<file path="src/usb_bus_pkg.sv">
// shared constants for the usb bus-state and interrupt-mask block
package usb_bus_pkg;

	// register byte offsets
	localparam logic [7:0] ADDR_BUS_CTRL  = 8'h00; // reset/resume/suspend/mode
	localparam logic [7:0] ADDR_BUS_STAT  = 8'h04; // speed and signalling state
	localparam logic [7:0] ADDR_GRP_SET   = 8'h08; // grouped mask enable
	localparam logic [7:0] ADDR_GRP_CLR   = 8'h0C; // grouped mask disable
	localparam logic [7:0] ADDR_GRP_MASK  = 8'h10; // grouped mask readback
	localparam logic [7:0] ADDR_CTL_SET   = 8'h14; // control mask enable
	localparam logic [7:0] ADDR_CTL_CLR   = 8'h18; // control mask disable
	localparam logic [7:0] ADDR_CTL_MASK  = 8'h1C; // control mask readback
	localparam logic [7:0] ADDR_CTL_STAT  = 8'h20; // control events, read clears
	localparam logic [7:0] ADDR_EP_SET    = 8'h24; // endpoint mask enable
	localparam logic [7:0] ADDR_EP_CLR    = 8'h28; // endpoint mask disable
	localparam logic [7:0] ADDR_EP_MASK   = 8'h2C; // endpoint mask readback
	localparam logic [7:0] ADDR_EP_STAT   = 8'h30; // endpoint events, w1c
	localparam logic [7:0] ADDR_GRP_STAT  = 8'h34; // group events, w1c

	// bus control bits
	localparam int BIT_RESET   = 0; // drive bus reset
	localparam int BIT_RESUME  = 1; // drive resume
	localparam int BIT_SUSPEND = 2; // suspend command (pulse)
	localparam int BIT_HOST    = 3; // 1 = host operation

	// grouped mask layout: four endpoints per field
	localparam int GRP_HOST_IN  = 0;  // host in endpoints 0..3
	localparam int GRP_HOST_OUT = 4;  // host out endpoints 0..3
	localparam int GRP_DEV_IN   = 8;  // device in endpoints 0..3
	localparam int GRP_DEV_OUT  = 12; // device out endpoints 0..3
	localparam int GRP_STATUS   = 16; // general status
	localparam int GRP_ALL_BIT  = 31; // all-sources selector
	localparam int GRP_W        = 17; // implemented group bits
	localparam int EP_GRP_N     = 4;  // endpoints covered by the group mask

	// control event flags
	localparam int CTL_W = 12;
	localparam int CTL_VBUS_ERR = 0;
	localparam int CTL_SESSION  = 1;
	localparam int CTL_SESS_END = 2;
	localparam int CTL_CONNECT  = 3;
	localparam int CTL_DISCONN  = 4;
	localparam int CTL_SOF      = 5;
	localparam int CTL_BABBLE   = 6;
	localparam int CTL_RESET    = 7;
	localparam int CTL_RESUME   = 8;
	localparam int CTL_SUSPEND  = 9;
	localparam int CTL_MODE_DET = 10;
	localparam int CTL_PWR_FLT  = 11;

	// endpoint flags: host in 0..15, host out 16..31 style packed halves
	localparam int EP_W = 32;

	// speed codes
	typedef enum logic [1:0] {
		speed_unknown = 2'b00,
		speed_low     = 2'b01,
		speed_full    = 2'b10
	} speed_e;

	// bus signalling state
	typedef enum logic [1:0] {
		BUS_IDLE    = 2'b00,
		BUS_RESET   = 2'b01,
		BUS_RESUME  = 2'b10,
		BUS_SUSPEND = 2'b11
	} bus_state_e;

	localparam logic [1:0] RESP_OKAY   = 2'b00; // axi okay
	localparam logic [1:0] RESP_SLVERR = 2'b10; // unmapped address
	localparam logic [31:0] ZERO32     = 32'h0000_0000;

endpackage

</file>
<file path="src/usb_bus_ctrl.sv">
// usb bus-state signalling and interrupt mask logic with axi4-lite slave
//
// Decided for this implementation: the address map and the AXI4-Lite slave port.
`timescale 1ns/1ps

module usb_bus_ctrl (
	input  wire logic        mclk,          // 200 MHz system clock
	input  wire logic        sys_rst,       // async reset, active high
	input  wire logic        clk_en,        // freezes all state when low
	input  wire logic [7:0]  s_axi_awaddr,  // write address
	input  wire logic        s_axi_awvalid, // write address valid
	output logic             s_axi_awready, // write address ready
	input  wire logic [31:0] s_axi_wdata,   // write data
	input  wire logic [3:0]  s_axi_wstrb,   // write strobes
	input  wire logic        s_axi_wvalid,  // write data valid
	output logic             s_axi_wready,  // write data ready
	output logic [1:0]       s_axi_bresp,   // write response
	output logic             s_axi_bvalid,  // write response valid
	input  wire logic        s_axi_bready,  // write response ready
	input  wire logic [7:0]  s_axi_araddr,  // read address
	input  wire logic        s_axi_arvalid, // read address valid
	output logic             s_axi_arready, // read address ready
	output logic [31:0]      s_axi_rdata,   // read data
	output logic [1:0]       s_axi_rresp,   // read response
	output logic             s_axi_rvalid,  // read data valid
	input  wire logic        s_axi_rready,  // read data ready
	input  wire logic [1:0]  line_speed,    // speed seen by phy
	input  wire logic [11:0] ctl_events,    // control event pulses
	input  wire logic [31:0] ep_events,     // endpoint event pulses
	output logic             drive_reset,   // phy: drive se0 reset
	output logic             drive_resume,  // phy: drive k resume
	output logic             bus_suspended, // phy: bus in suspend
	output logic             usb_irq        // level interrupt
);

	// software-visible state
	logic [3:0]                   bus_ctrl;   // reset/resume/host bits
	logic [usb_bus_pkg::GRP_W-1:0] grp_mask;  // grouped enables
	logic [usb_bus_pkg::GRP_W-1:0] grp_stat;  // grouped sticky events
	logic [usb_bus_pkg::CTL_W-1:0] ctl_mask;  // control enables
	logic [usb_bus_pkg::CTL_W-1:0] ctl_stat;  // control sticky events
	logic [usb_bus_pkg::EP_W-1:0]  ep_mask;   // endpoint enables
	logic [usb_bus_pkg::EP_W-1:0]  ep_stat;   // endpoint sticky events
	usb_bus_pkg::bus_state_e       bus_state; // signalling state
	usb_bus_pkg::speed_e           speed;     // latched speed

	// axi bookkeeping
	logic        aw_held;  // write address captured
	logic        w_held;   // write data captured
	logic [7:0]  aw_addr;  // captured write address
	logic [31:0] w_data;   // captured write data
	logic [3:0]  w_strb;   // captured strobes
	logic        wr_go;    // both halves present, commit this cycle
	logic        rd_go;    // read accepted this cycle
	logic        wr_hit;   // write address is mapped
	logic [31:0] wr_val;   // write data with unstrobed lanes zeroed

	// mapped check shared by read and write paths
	function automatic logic mapped(input logic [7:0] a);
		mapped = (a <= usb_bus_pkg::ADDR_GRP_STAT) && (a[1:0] == 2'b00);
	endfunction

	// expand byte strobes into a bit mask
	function automatic logic [31:0] lanes(input logic [3:0] s);
		lanes = {{8{s[3]}}, {8{s[2]}}, {8{s[1]}}, {8{s[0]}}};
	endfunction

	// fold per-endpoint events of endpoints 0..3 into group events
	function automatic logic [usb_bus_pkg::GRP_W-1:0] grp_from_ep(
		input logic [31:0] e,
		input logic        host);
		logic [usb_bus_pkg::GRP_W-1:0] g;
		g = '0;
		if (host) begin
			g[usb_bus_pkg::GRP_HOST_IN  +: 4] = e[3:0];
			g[usb_bus_pkg::GRP_HOST_OUT +: 4] = e[19:16];
		end else begin
			g[usb_bus_pkg::GRP_DEV_IN   +: 4] = e[3:0];
			g[usb_bus_pkg::GRP_DEV_OUT  +: 4] = e[19:16];
		end
		grp_from_ep = g;
	endfunction

	assign wr_go  = aw_held && w_held && !s_axi_bvalid;
	assign rd_go  = s_axi_arvalid && s_axi_arready;
	assign wr_hit = mapped(aw_addr);
	assign wr_val = w_data & lanes(w_strb);

	// handshake readies are combinational; one beat of each held at most;
	// low while frozen, else a beat taken by the master would be lost
	assign s_axi_awready = clk_en && !aw_held && !s_axi_bvalid;
	assign s_axi_wready  = clk_en && !w_held && !s_axi_bvalid;
	assign s_axi_arready = clk_en && !s_axi_rvalid;

	// capture write address and data in either order
	always_ff @(posedge mclk or posedge sys_rst) begin
		if (sys_rst) begin
			aw_held <= 1'b0;
			w_held  <= 1'b0;
			aw_addr <= 8'h00;
			w_data  <= usb_bus_pkg::ZERO32;
			w_strb  <= 4'h0;
		end else if (clk_en) begin
			if (s_axi_awvalid && s_axi_awready) begin
				aw_held <= 1'b1;
				aw_addr <= s_axi_awaddr;
			end else if (wr_go) begin
				aw_held <= 1'b0;
			end
			if (s_axi_wvalid && s_axi_wready) begin
				w_held <= 1'b1;
				w_data <= s_axi_wdata;
				w_strb <= s_axi_wstrb;
			end else if (wr_go) begin
				w_held <= 1'b0;
			end
		end
	end

	// write response one cycle after both halves are held
	always_ff @(posedge mclk or posedge sys_rst) begin
		if (sys_rst) begin
			s_axi_bvalid <= 1'b0;
			s_axi_bresp  <= usb_bus_pkg::RESP_OKAY;
		end else if (clk_en) begin
			if (wr_go) begin
				s_axi_bvalid <= 1'b1;
				s_axi_bresp  <= wr_hit ? usb_bus_pkg::RESP_OKAY
				                       : usb_bus_pkg::RESP_SLVERR;
			end else if (s_axi_bready) begin
				s_axi_bvalid <= 1'b0;
			end
		end
	end

	// read data mux, registered on acceptance
	always_ff @(posedge mclk or posedge sys_rst) begin
		if (sys_rst) begin
			s_axi_rvalid <= 1'b0;
			s_axi_rdata  <= usb_bus_pkg::ZERO32;
			s_axi_rresp  <= usb_bus_pkg::RESP_OKAY;
		end else if (clk_en) begin
			if (rd_go) begin
				s_axi_rvalid <= 1'b1;
				s_axi_rresp  <= usb_bus_pkg::RESP_OKAY;
				s_axi_rdata  <= usb_bus_pkg::ZERO32;
				if (s_axi_araddr == usb_bus_pkg::ADDR_BUS_CTRL) begin
					s_axi_rdata[3:0] <= bus_ctrl;
				end else if (s_axi_araddr == usb_bus_pkg::ADDR_BUS_STAT) begin
					s_axi_rdata[3:0] <= {bus_state, speed};
				end else if (s_axi_araddr == usb_bus_pkg::ADDR_GRP_MASK) begin
					s_axi_rdata[usb_bus_pkg::GRP_W-1:0] <= grp_mask;
				end else if (s_axi_araddr == usb_bus_pkg::ADDR_CTL_MASK) begin
					s_axi_rdata[usb_bus_pkg::CTL_W-1:0] <= ctl_mask;
				end else if (s_axi_araddr == usb_bus_pkg::ADDR_CTL_STAT) begin
					s_axi_rdata[usb_bus_pkg::CTL_W-1:0] <= ctl_stat;
				end else if (s_axi_araddr == usb_bus_pkg::ADDR_EP_MASK) begin
					s_axi_rdata <= ep_mask;
				end else if (s_axi_araddr == usb_bus_pkg::ADDR_EP_STAT) begin
					s_axi_rdata <= ep_stat;
				end else if (s_axi_araddr == usb_bus_pkg::ADDR_GRP_STAT) begin
					s_axi_rdata[usb_bus_pkg::GRP_W-1:0] <= grp_stat;
				end else if (!mapped(s_axi_araddr)) begin
					s_axi_rresp <= usb_bus_pkg::RESP_SLVERR; // unmapped
				end
			end else if (s_axi_rready) begin
				s_axi_rvalid <= 1'b0;
			end
		end
	end

	// bus control: reset and resume are plain levels, no internal timer,
	// so software owns the 20 ms and 10-15 ms windows
	always_ff @(posedge mclk or posedge sys_rst) begin
		if (sys_rst) begin
			bus_ctrl <= 4'h0;
		end else if (clk_en && wr_go && aw_addr == usb_bus_pkg::ADDR_BUS_CTRL
		             && w_strb[0]) begin
			bus_ctrl <= w_data[3:0];
			bus_ctrl[usb_bus_pkg::BIT_SUSPEND] <= 1'b0; // suspend is a pulse
		end
	end

	// bus signalling state; reset beats resume, resume beats suspend
	always_ff @(posedge mclk or posedge sys_rst) begin
		if (sys_rst) begin
			bus_state <= usb_bus_pkg::BUS_IDLE;
		end else if (clk_en) begin
			case (bus_state)
				usb_bus_pkg::BUS_IDLE,
				usb_bus_pkg::BUS_SUSPEND: begin
					if (bus_ctrl[usb_bus_pkg::BIT_RESET]) begin
						bus_state <= usb_bus_pkg::BUS_RESET;
					end else if (bus_ctrl[usb_bus_pkg::BIT_RESUME]) begin
						bus_state <= usb_bus_pkg::BUS_RESUME;
					end else if (wr_go && aw_addr == usb_bus_pkg::ADDR_BUS_CTRL
					             && w_strb[0]
					             && w_data[usb_bus_pkg::BIT_SUSPEND]
					             && w_data[usb_bus_pkg::BIT_HOST]) begin
						bus_state <= usb_bus_pkg::BUS_SUSPEND;
					end
				end
				usb_bus_pkg::BUS_RESET: begin
					if (!bus_ctrl[usb_bus_pkg::BIT_RESET]) begin
						bus_state <= usb_bus_pkg::BUS_IDLE;
					end
				end
				usb_bus_pkg::BUS_RESUME: begin
					// dropping the request ends resume and leaves bus active
					if (bus_ctrl[usb_bus_pkg::BIT_RESET]) begin
						bus_state <= usb_bus_pkg::BUS_RESET;
					end else if (!bus_ctrl[usb_bus_pkg::BIT_RESUME]) begin
						bus_state <= usb_bus_pkg::BUS_IDLE;
					end
				end
				default: bus_state <= usb_bus_pkg::BUS_IDLE;
			endcase
		end
	end

	assign drive_reset   = (bus_state == usb_bus_pkg::BUS_RESET);
	assign drive_resume  = (bus_state == usb_bus_pkg::BUS_RESUME);
	assign bus_suspended = (bus_state == usb_bus_pkg::BUS_SUSPEND);

	// speed capture; any undefined code reads as unknown
	always_ff @(posedge mclk or posedge sys_rst) begin
		if (sys_rst) begin
			speed <= usb_bus_pkg::speed_unknown;
		end else if (clk_en) begin
			case (line_speed)
				usb_bus_pkg::speed_low:  speed <= usb_bus_pkg::speed_low;
				usb_bus_pkg::speed_full: speed <= usb_bus_pkg::speed_full;
				default: speed <= usb_bus_pkg::speed_unknown;
			endcase
		end
	end

	// grouped mask: set/clear ports, bit 31 selects every source
	always_ff @(posedge mclk or posedge sys_rst) begin
		if (sys_rst) begin
			grp_mask <= '0;
		end else if (clk_en && wr_go) begin
			if (aw_addr == usb_bus_pkg::ADDR_GRP_SET) begin
				if (wr_val[usb_bus_pkg::GRP_ALL_BIT]) begin
					grp_mask <= '1;
				end else begin
					grp_mask <= grp_mask | wr_val[usb_bus_pkg::GRP_W-1:0];
				end
			end else if (aw_addr == usb_bus_pkg::ADDR_GRP_CLR) begin
				if (wr_val[usb_bus_pkg::GRP_ALL_BIT]) begin
					grp_mask <= '0;
				end else begin
					grp_mask <= grp_mask & ~wr_val[usb_bus_pkg::GRP_W-1:0];
				end
			end
		end
	end

	// control mask: enable sets, disable clears
	always_ff @(posedge mclk or posedge sys_rst) begin
		if (sys_rst) begin
			ctl_mask <= '0;
		end else if (clk_en && wr_go) begin
			if (aw_addr == usb_bus_pkg::ADDR_CTL_SET) begin
				ctl_mask <= ctl_mask | wr_val[usb_bus_pkg::CTL_W-1:0];
			end else if (aw_addr == usb_bus_pkg::ADDR_CTL_CLR) begin
				ctl_mask <= ctl_mask & ~wr_val[usb_bus_pkg::CTL_W-1:0];
			end
		end
	end

	// endpoint mask, independent of the control mask
	always_ff @(posedge mclk or posedge sys_rst) begin
		if (sys_rst) begin
			ep_mask <= '0;
		end else if (clk_en && wr_go) begin
			if (aw_addr == usb_bus_pkg::ADDR_EP_SET) begin
				ep_mask <= ep_mask | wr_val;
			end else if (aw_addr == usb_bus_pkg::ADDR_EP_CLR) begin
				ep_mask <= ep_mask & ~wr_val;
			end
		end
	end

	// control status: cleared by its read, a same-cycle event survives
	always_ff @(posedge mclk or posedge sys_rst) begin
		if (sys_rst) begin
			ctl_stat <= '0;
		end else if (clk_en) begin
			if (rd_go && s_axi_araddr == usb_bus_pkg::ADDR_CTL_STAT) begin
				ctl_stat <= ctl_events;
			end else begin
				ctl_stat <= ctl_stat | ctl_events;
			end
		end
	end

	// endpoint and group status: write one to clear, set wins
	always_ff @(posedge mclk or posedge sys_rst) begin
		if (sys_rst) begin
			ep_stat  <= '0;
			grp_stat <= '0;
		end else if (clk_en) begin
			ep_stat  <= (ep_stat & ~((wr_go &&
			            aw_addr == usb_bus_pkg::ADDR_EP_STAT) ? wr_val
			            : usb_bus_pkg::ZERO32)) | ep_events;
			grp_stat <= (grp_stat & ~((wr_go &&
			            aw_addr == usb_bus_pkg::ADDR_GRP_STAT)
			            ? wr_val[usb_bus_pkg::GRP_W-1:0] : '0))
			            | grp_from_ep(ep_events, bus_ctrl[usb_bus_pkg::BIT_HOST])
			            | ({{(usb_bus_pkg::GRP_W-1){1'b0}}, |ctl_events}
			               << usb_bus_pkg::GRP_STATUS);
		end
	end

	// one level output; any enabled pending source asserts it
	always_ff @(posedge mclk or posedge sys_rst) begin
		if (sys_rst) begin
			usb_irq <= 1'b0;
		end else if (clk_en) begin
			usb_irq <= |(grp_stat & grp_mask) | |(ctl_stat & ctl_mask)
			           | |(ep_stat & ep_mask);
		end
	end

endmodule

</file>
<file path="config.mk">
export PLATFORM = sky130hd
export DESIGN_NAME = usb_bus_ctrl
export DESIGN_NICKNAME = d
export VERILOG_FILES = /design/src/usb_bus_pkg.sv /design/src/usb_bus_ctrl.sv
export SDC_FILE = /design/constraint.sdc
export NUM_CORES = 1
export LEC_CHECK = 0
export BUFFER_PORTS_ARGS = -buffer_cell sky130_fd_sc_hd__buf_2
export CAP_MARGIN = 20
export CORE_MARGIN = 2
export CORE_UTILIZATION = 40
export CTS_CLUSTER_SIZE = 16
export DETAILED_ROUTE_END_ITERATION = 7
export PLACE_DENSITY_LB_ADDON = 0.05
export SLEW_MARGIN = 25
export SYNTH_ARGS = -nofsm -noshare
export SYNTH_HDL_FRONTEND = slang
export SYNTH_SLANG_ARGS = --single-unit
</file>
<file path="constraint.sdc">
create_clock -name mclk -period 7.75 [get_ports mclk]
set_input_delay 0.3875 -clock mclk [delete_from_list [all_inputs] [get_ports mclk]]
set_output_delay 0.3875 -clock mclk [all_outputs]
set_load 0.005 [all_outputs]
</file>
**After elaboration in Yosys (flattened, before gate mapping)**

Index checks and enable logic that the tools add are counted.

- Bitwise gates (word level): 23
- Order comparisons: 2
- Reductions and logical operators: 55
- Multiplexer cells: 54
- Equal/unequal tests: 23

Operators by type and width:

| cell | count |
|---|---|
| $mux 17 | 8 |
| $and 32x32->32 | 4 |
| $mux 32 | 4 |
| $eq 8x6->1 const B | 8 |
| $not 32->32 | 2 |
| $or 32x32->32 | 2 |
| $mux 12 | 5 |
| $mux 28 | 2 |
| $and 17x17->17 | 3 |
| $mux 20 | 2 |
| $not 17->17 | 2 |
| $or 17x17->17 | 2 |
| $eq 8x5->1 const B | 4 |
| $mux 2 | 16 |
| $mux 8 | 4 |
| $reduce_or 32->1 | 1 |
| $mux 15 | 2 |
| $and 12x12->12 | 2 |
| $or 12x12->12 | 2 |
| $reduce_or 12->1 | 2 |
| $logic_and 1x1->1 | 22 |
| $reduce_and 2->1 | 11 |
| $or 17x16->17 | 1 |
| $reduce_or 17->1 | 1 |
| other kinds (20) | 45 |

- Register bits after elaboration: 214
- Word-level logic and storage cells: 177

**Depth between registers and ports, before layout**

Gate-level depths: netlist of the first run.

- Word-level depth: 11
- Gate-level depth with buffers: 8
- Mapped depth without buffers: 6

**Worst setup path before layout of the first run**

Ideal clock, no wire load.

- Kind: register to register
- From: register aw_addr[0]
- To: register grp_mask[2] in the netlist's numbering
- Path buffers: 1
- Stages on the path, launching flop included: 7
- Period minus slack after synthesis: 2.206 ns
- Slack: 5.544 ns
- Required time: 7.625 ns
- Arrival: 2.082 ns
- Cell sequence: dfrtp_1 -> or4_4 -> nor3_1 -> nand3_1 -> buf_2 -> a21oi_1 -> mux2_2

- Cells in the longest elaborated chain, start to end: 3
- Elaborated cells on any way between the ends: 5
- Those cells by class: eq/ne (2); mux (1); reduce/logical (2)

Ends and longest elaborated chain:

| item | line | RTL |
|---|---|---|
| start: declaration | usb_bus_ctrl.sv:50 | `logic [7:0] aw_addr;` |
| start signal: assignment | usb_bus_ctrl.sv:106 | `aw_addr <= s_axi_awaddr;` |
| $eq 8x4->1 (on tied branches) | usb_bus_ctrl.sv:243, usb_bus_ctrl.sv:249 |  |
| $reduce_bool 2->1 (no line) | - |  |
| $reduce_and 2->1 (no line) | - |  |
| end signal: assignment | usb_bus_ctrl.sv:247 | `grp_mask <= grp_mask \| wr_val[usb_bus_pkg::GRP_W-1:0];` |
| end signal: assignment | usb_bus_ctrl.sv:253 | `grp_mask <= grp_mask & ~wr_val[usb_bus_pkg::GRP_W-1:0];` |
| end: declaration | usb_bus_ctrl.sv:38 | `logic [usb_bus_pkg::GRP_W-1:0] grp_mask;` |

Parallel ways exist; a longest one is shown, timed or not.
A chain may end at the register's enable or synchronous reset.

**Final worst setup path of the first run**

- From: register aw_addr[3]
- To: register grp_stat[0] in the netlist's numbering

- Cells in the longest elaborated chain, start to end: 7

Ends and longest elaborated chain:

| item | line | RTL |
|---|---|---|
| $eq 8x6->1 | usb_bus_ctrl.sv:308 | `aw_addr == usb_bus_pkg::ADDR_GRP_STAT)` |
| $logic_and 1x1->1 | usb_bus_ctrl.sv:307 | `grp_stat <= (grp_stat & ~((wr_go &&` |
| $mux 17 | usb_bus_ctrl.sv:309 | `? wr_val[usb_bus_pkg::GRP_W-1:0] : '0))` |
| $not 17->17 | usb_bus_ctrl.sv:307 |  |
| $and 17x17->17 | usb_bus_ctrl.sv:307 |  |
| $or 17x16->17 | usb_bus_ctrl.sv:310 | `\| grp_from_ep(ep_events, bus_ctrl[usb_bus_pkg::BIT_HOST])` |
| $or 17x17->17 | usb_bus_ctrl.sv:311 | `\| ({{(usb_bus_pkg::GRP_W-1){1'b0}}, \|ctl_events}` |
| end signal: assignment | usb_bus_ctrl.sv:307 |  |
| end: declaration | usb_bus_ctrl.sv:39 | `logic [usb_bus_pkg::GRP_W-1:0] grp_stat;` |

Every way passes these cells.

==> summary by stage, run 1 <==
Worst setup path
For this run, the slowest stage of the critical path takes 0.86 ns. The launching point of the worst reg2reg path is aw_addr[3]. The worst setup path is launched from a register. Walking the worst path, the cells encountered are or4b_1 > nor3_1 > nand4_1 > o21ai_0 > nand2_1.

The arrival time at the worst endpoint is 3.46 ns. The endpoint of the most critical register-to-register path is grp_stat[0]. Among all stages on the critical path, the largest delay is contributed by sky130_fd_sc_hd__or4b_1.

The path depth of the worst reg2reg path is 5. Along the worst path, the maximum fanout reaches 17. Setup slack on the worst reg-to-reg path comes out at ~4.7 ns. For the worst setup path, the data required time is between 8 and 9 ns.

The number of buffers and inverters on the critical path is 0. The gate family responsible for the most delay along the worst path is simple AND/OR/NAND/NOR gates. The worst setup path category is register to register.

The nature of the critical path endpoint is a register.

Clock network
The number of setup buffers added after CTS is 0. Clock-pin slew was measured on the worst setup and hold paths at ~0.06 ns. In this run the number of H-tree levels came out at 1. The TritonCTS clock tree is yes. At the later pin of the worst-skew pair, clock insertion delay measures 0.53 ns.

No sink is reached through more buffers than the 3 on the longest clock path. The clock root buffer is sky130_fd_sc_hd__clkbuf_16. The number of clock sinks is 212. The total of cells resized after clock tree synthesis is 0. Counting the buffers created by CTS gives 24.

Yosys
The synthesized area per cell is between 10 and 15 sq um. In the synthesized netlist the dominant register cell turns out to be sky130_fd_sc_hd__dfrtp_1. The portion of netlist area occupied by mux cells is 0.08716.

The adder and majority cell fraction of the synthesized area is 0.003784. The number of flip-flops and latches in the synthesized netlist is 212. The compound-gate portion of the synthesized area is 0.2134. Sorting the synthesized cells by area gives the leading types as sky130_fd_sc_hd__dfrtp_1 53%, sky130_fd_sc_hd__mux2_2 8.3%, sky130_fd_sc_hd__nand2_1 4.5%. The number of enable-type register cells in the synthesized netlist is 0.

The largest total area in the synthesized netlist belongs to sky130_fd_sc_hd__dfrtp_1. The share of flip-flops with an asynchronous set or reset after synthesis is 1.000. The post-synthesis cell area is about 0.0099 sq mm.

The count of different cell masters after synthesis is 61. The simple logic cell fraction of the synthesized area is 0.1259. The share of the Yosys chip area taken by registers is 0.5348.

The Yosys step of the flow raised 0 warnings. Synthesis produced a netlist whose cell count is 931. Of the post-synthesis cell area, the dominant cell type holds 0.5348. The post-synthesis share of cell area spent on xor and xnor gates is 0.0008829. By area, the combinational part of the netlist is dominated by compound AO/OA/AOI/OAI gates.

Power
The share of total power dissipated in sequential elements is 0.455. Dividing total power by cell area gives a power density of 270.4 mW/mm^2. VDD sags by at most 0.0001698 V.

The clock network power share is 0.381. The combinational group share of total power is 0.164. The switching power as a share of total power is 0.3035. The power dissipated by switching net loads is 0.0009676 W. The reported leakage power is 5.154 nW. The internal power is 0.002221 W.

STA
The slew of the pin with the lowest slew margin is 0.9935 ns. After layout, the worst setup slack is 4.688 ns. The number of failing hold endpoints at the final stage is 0. The tightest hold margin is 0.06365 ns. Summed over all failing endpoints, the final setup total negative slack is 0 ns. In the finished design, the share of the clock period the worst path needs comes to 0.3951. The clock period minus worst slack is 3.062 ns. Clock skew on the completed layout was measured at 0.02421 ns.

Setup repair after global routing left no endpoint under its margin. The maximum frequency from static timing analysis is 326.6 MHz. The headroom to the max-slew limit is 0.3358.

Setup violations remaining at the end of the flow were counted as 0. The number of max-slew violations in the final report was 0.

GRT
Entering global routing, the biggest net connects 76 pins. The initial antenna violation count is 0. The number of global-route vias before repair is 7,912. The total overflow left after global routing is 0.

The first-pass GRT wire length is approximately 51,000 um. The global routing usage summed across all routing layers is 0.2548.

Die
The die covers 0.02607 sq mm. The effective utilization at floorplan is 0.4079. The floorplan has 57 rows.

Pin placement for this block handled around 150 I/O pins. The core region is 0.02432 sq mm. The horizontal extent of the die is 161.5 um. The floorplan step set the die height to 161.5 um.

Run
Max-cap violations in this run came to 0.

Placement
The final weighted congestion of routability-driven global placement is 0.8982. The quantity of I/O buffers inserted on ports is 148. Detailed placement finished with a half-perimeter wire length of around 24,000 um.

Timing analysis after detailed placement gives a worst setup slack of 4.670 ns.

Min path
The terminating pin of the worst hold path is speed[1]. The type of the tightest min-delay check is primary input to register. The number of stages on the worst hold path is 2. The start point of the worst min-delay path is line_speed[0].

Cells and area
Relative to the synthesized area, the layout overhead comes to 18.87%. The library cell used most frequently in the layout, excluding fill and tap cells, is sky130_fd_sc_hd__dfrtp_1. In the layout the commonest cells are 212 x sky130_fd_sc_hd__dfrtp_1, 148 x sky130_fd_sc_hd__buf_2, 118 x sky130_fd_sc_hd__nand2_1. The total of fill cells in the finished design is 2,337. The count of antenna diodes in the layout is 0. At the end of the flow, the number of nets in the layout was 1,162.

In the final layout, the share of cells above drive strength 1 is 0.2736.

Routing
The routed length on met3 is about 2400 um. The detailed-route wire length is approximately 33,000 um. In the routed design, unresolved DRC markers number 0. The detailed-route wire length on metal 1 is 15,950 um.

The detail-routed via count per cell is 5.980. The highest routing layer actually used is met4. The detailed-route via count is 8,342. The residual antenna-violating net count after detailed routing is 0. In the detailed route, the total length drawn on met2 is 14,050 um. Dividing the detail-routed wire length by the instance count gives 23.71 um.

The violation count after the first detailed-route iteration is 742. The detailed-router iteration count before antenna repair is 5.

Run status
The run finished with clean final reports.
## worst max path at each step
stage | start | endpoint | slack, ns | cells past startpoint
final | aw_addr[3] | grp_stat[0] | 4.69 | 5
after global routing | aw_addr[3] | grp_stat[7] | 4.45 | 5
after CTS | aw_addr[3] | grp_stat[0] | 4.65 | 5
after detailed placement | clk_en | s_axi_rdata[20] | 4.67 | 7
after global placement | clk_en | grp_mask[13] | 4.74 | 7
after floorplan | sys_rst | asynchronous set/reset pin | 1.57 | 1
## routing by layer
layer / GRT usage / vias up
li1: - / 3761
met1: 0.4029 / 4184
met2: 0.3632 / 357
met3: 0.04366 / 40
met4: 0.05560 / 0
met5: 0 / -
## logic make-up after synthesis
logic type,count (synthesis)
compound gates,307
xor+xnor,1
fa+ha+maj,3
buf+inv,78
flops,212
mux,77
other cells,1
simple gates,252
## final cells by class
cell class | instances | area, sq um | area share
Clock inverter | 10 | 142.6 | 0.01210
Clock buffer | 34 | 708.2 | 0.06006
Multi-Input combinational cell | 642 | 4329 | 0.3671
Timing Repair Buffer | 162 | 852.1 | 0.07226
Tap cell | 324 | 405.4 | 0.03438
Sequential cell | 212 | 5305 | 0.4499
Inverter | 11 | 48.80 | 0.004138
## power groups by stage
stage	Sequential [W]	Combinational, W	Clock (W)
after floorplan	0.00137	0.000397	0
after global placement	0.00146	0.000518	0
after detailed placement	0.00147	0.000521	0
after CTS	0.00145	0.000524	0.00124
after global routing	0.00148	0.000579	0.00129
final	0.00145	0.000523	0.00122
## stage by stage
step	std cells	area, sq um	utilization	total power, W
3_3_place_gp	1350	10920	0.4489	0.001983
5_1_grt	1395	11790	0.4848	0.003343
4_1_cts	1395	11780	0.4843	0.003209
3_5_place_dp	1350	10920	0.4489	0.001990
2_1_floorplan	932	9923	-	0.001768
6_report	1395	11790	0.4848	0.003188
## worst reg2reg max path, stage by stage (launching register included)
cell and delay, ns:
sky130_fd_sc_hd__dfrtp_1 0.44, sky130_fd_sc_hd__or4b_1 0.86, sky130_fd_sc_hd__nor3_1 0.34, sky130_fd_sc_hd__nand4_1 0.75, sky130_fd_sc_hd__o21ai_0 0.46, sky130_fd_sc_hd__nand2_1 0.08
## repair_timing
action,4_1_cts,5_1_grt
hold buffers,1,0
endpoints found under the setup margin,0,0
hold endpoints to repair,73,0
## Yosys cell counts (6+ instances only)
master / count
sky130_fd_sc_hd__dfrtp_1: 212
sky130_fd_sc_hd__nand2_1: 118
sky130_fd_sc_hd__o21ai_0: 85
sky130_fd_sc_hd__mux2_2: 73
sky130_fd_sc_hd__a22oi_1: 51
sky130_fd_sc_hd__a22o_1: 50
sky130_fd_sc_hd__nand3_1: 48
sky130_fd_sc_hd__clkbuf_1: 43
sky130_fd_sc_hd__a21oi_1: 32
sky130_fd_sc_hd__o31ai_1: 30
sky130_fd_sc_hd__nor2_1: 24
sky130_fd_sc_hd__buf_2: 12
sky130_fd_sc_hd__a221oi_1: 11
sky130_fd_sc_hd__inv_1: 11
sky130_fd_sc_hd__o221ai_1: 9
sky130_fd_sc_hd__a211oi_1: 8
sky130_fd_sc_hd__nor3_1: 8
sky130_fd_sc_hd__buf_1: 7
sky130_fd_sc_hd__nor4_1: 7
sky130_fd_sc_hd__o211ai_1: 7
sky130_fd_sc_hd__a221o_1: 6
sky130_fd_sc_hd__nand4_1: 6
No activity file was read; power rests on OpenSTA's default activity.
==> run 2: changes to the inputs <==
Clock period 7.75 ns to 3 ns, I/O delays scaled along.
==> summary by stage, run 2 (synthesized netlist as in run 1, its figures left out) <==
GRT
The largest net degree at the start of global routing came to 78 (was 76). The met2 layer usage reported by global route came to 0.3790 (was 0.3632). The first-pass GRT wire length is 52,600 um (was 50,800 um). The met1 usage is 0.3998 (was 0.4029). The initial antenna violation count was 0 (unchanged). The most congested layer reported by global routing is met1 (unchanged). The total congestion overflow after global routing came to 0 (unchanged). The global-route met3 utilization was 0.04597 (was 0.04366).

The global routing usage summed across all routing layers was 0.2627 (was 0.2548). The number of global-route vias before repair was 8,489 (was 7,912).

Placement
The quantity of I/O buffers inserted on ports is 148 (unchanged). The cell area after placement was 0.01106 sq mm (was 0.01092 sq mm). The half-perimeter wire length after placement is 24,110 um (was 23,790 um).

The final weighted congestion of routability-driven global placement is 0.8931 (was 0.8982). The placed instance count came to 1,363 (was 1,350).

Power
The post-route total power is 0.008382 W (was 0.003188 W). The reported leakage power is 5.611 nW (was 5.154 nW). The total power per unit cell area was 652.2 mW/mm^2 (was 270.4 mW/mm^2).

The worst IR drop on VDD is 0.0005299 V (was 0.0001698 V).

Clock network
The number of levels in the clock H-tree was 1 (unchanged). The number of clock sinks is 212 (unchanged). The number of buffers between clock root and the deepest sink was 3 (unchanged).

The total of cells resized after clock tree synthesis came to 0 (unchanged). The CTS clock-pin slew for the worst setup and hold paths is 0.06 ns (about the same). The TritonCTS clock tree is yes (unchanged). The number of CTS-inserted buffers is 25 (was 24).

The clock insertion delay at the later pin of the skew report came to 0.54 ns (was 0.53 ns). The clock root buffer is sky130_fd_sc_hd__clkbuf_16 (unchanged).

Routing
The violation count after the first detailed-route iteration is 624 (was 742). The residual antenna-violating net count after detailed routing is 0 (unchanged). The detailed-router iteration count before antenna repair is 5 (unchanged). The detailed-route via count is 8,666 (was 8,342). The wire length per cell after detailed routing is 22.57 um (was 23.71 um). The DRC violation count after routing is 0 (unchanged). The detail-routed via count per cell is 5.766 (was 5.980). The detailed-route wire length is 33,920 um (was 33,070 um).

Die
The area enclosed by the die boundary was 0.02607 sq mm (unchanged). The die height is 161.5 um (unchanged). The number of core rows is 57 (unchanged). The number of placed I/O pins is 151 (unchanged). The horizontal extent of the die is 161.5 um (unchanged). The effective utilization at floorplan came to 0.4079 (unchanged). The floorplan core area is 0.02432 sq mm (unchanged).

Cells and area
The leading cell type in the layout, fill and taps excluded is sky130_fd_sc_hd__dfrtp_1 (unchanged). The total of fill cells in the finished design came to 2,219 (was 2,337). The core utilization of the finished layout is 0.5284 (was 0.4848). The area growth from synthesis to final layout is 29.55% (was 18.87%). Top library cells by usage in the layout, fill and taps aside: 212 x sky130_fd_sc_hd__dfrtp_1, 148 x sky130_fd_sc_hd__buf_2, 118 x sky130_fd_sc_hd__nand2_1 (unchanged). The number of nets in the final layout came to 1,269 (was 1,162). The flip-flop and latch area was 0.005305 sq mm (unchanged). The area of the multi-input gates is 0.004310 sq mm (was 0.004329 sq mm). The share of post-route cells with drive strength above 1 is 0.2553 (was 0.2736). The design area is 0.01285 sq mm (was 0.01179 sq mm). The count of antenna diodes in the layout is 0 (unchanged). The number of cells in the finished layout apart from fillers was 1,503 (was 1,395).

STA
Unrepaired setup endpoints after global routing: no (unchanged). The final-report setup violation count came to 0 (unchanged). The number of failing hold endpoints at the final stage is 0 (unchanged).

The headroom to the max-slew limit is 0.3905 (was 0.3358). The clock period minus worst slack was 2.552 ns (was 3.062 ns). The slew of the pin with the lowest slew margin is 0.9121 ns (was 0.9935 ns). The number of max-slew violations in the final report is 0 (unchanged).

The final cycle utilization of the critical path came to 0.8507 (was 0.3951). The maximum frequency from static timing analysis is 391.8 MHz (was 326.6 MHz). The clock skew after layout is 0.01330 ns (was 0.02421 ns).

The setup TNS after final layout was 0 ns (unchanged).

Worst setup path
The worst setup path category was register to register (unchanged). The path depth of the worst reg2reg path is 5 (unchanged). The arrival time at the worst endpoint is 2.94 ns (was 3.46 ns). The register-to-register path setup slack came to 0.45 ns (was 4.69 ns). The worst path required time is 3.39 ns (was 8.15 ns).

The nature of the critical path endpoint is a register (unchanged). The launching point of the worst reg2reg path is aw_addr[0] (was aw_addr[3]). The launching instance or port of the critical path is aw_addr[0] (was aw_addr[3]).

The startpoint kind of the worst setup timing path is a register (unchanged). The highest fanout seen on the critical path was 14 (was 17).

Run
The number of maximum-capacitance constraint violations is 0 (unchanged).

Run status
Outcome: completed (unchanged).

Min path
The type of the tightest min-delay check is primary input to register (unchanged).
==> run 2: changes by cell type in the layout (fill, tap and decap cells not counted), sizes merged <==
cell and change:
buf +13, dlygate4sd3 +93, clkinv -1, clkbuf +3
==> run 2: what timing repair did <==
action / 4_1_cts / 5_1_grt
hold endpoints to repair: 135 / 0
buffers inserted: 0 / 0
hold buffers: 94 / 0
==> run 2: critical path: stages (launching register included) <==
cell	delay (ns)
sky130_fd_sc_hd__dfrtp_1	0.38
sky130_fd_sc_hd__or4_4	0.54
sky130_fd_sc_hd__or4_1	0.84
sky130_fd_sc_hd__buf_4	0.33
sky130_fd_sc_hd__o21ai_0	0.21
sky130_fd_sc_hd__o31ai_1	0.11
==> run 2: cell type report <==
cell class	instances	share of cell area
timing repair buffer	268	0.1509
inverter	11	0.003505
tap	324	0.03155
clock buffer	37	0.05530
multi-input combinational	642	0.3354
clock inverter	9	0.01052
sequential	212	0.4128
==> run 2: worst min-delay path by stage <==
stage                  start  cells past startpoint        endpoint
2_1_floorplan  line_speed[0]                      1        speed[1]
6_report        s_axi_wvalid                      3          w_held
4_1_cts         s_axi_wvalid                      3          w_held
5_1_grt         s_axi_wvalid                      3          w_held
3_5_place_dp         sys_rst                      2    bus_state[0]
3_3_place_gp         sys_rst                      2  s_axi_rdata[1]
==> run 2: layer usage <==
| metal | routed length [um] | vias up |
|---|---|---|
| met4 | 1141 | 0 |
| met2 | 14220 | 343 |
| met1 | 16290 | 4285 |
| met3 | 2262 | 66 |
| met5 | 0 | - |
| li1 | - | 3972 |
==> run 2: power by group <==
part	internal (W)	total [W]	switching, W	leakage [nW]
Sequential	0.00326	0.00372	0.000463	2.55
Combinational	0.000682	0.00153	0.000852	2.64
Clock	0.00190	0.00313	0.00122	0.418
Total	0.00585	0.00838	0.00254	5.61
==> run 2: per-stage QoR <==
stage               hold WS (ns)  setup slack [ns]
floorplan                 0.2391           0.09382
global placement          0.3336            0.4748
detailed placement        0.3340            0.4464
CTS                      0.05903            0.4229
global route             0.09933            0.3145
finish                   0.06956            0.4479
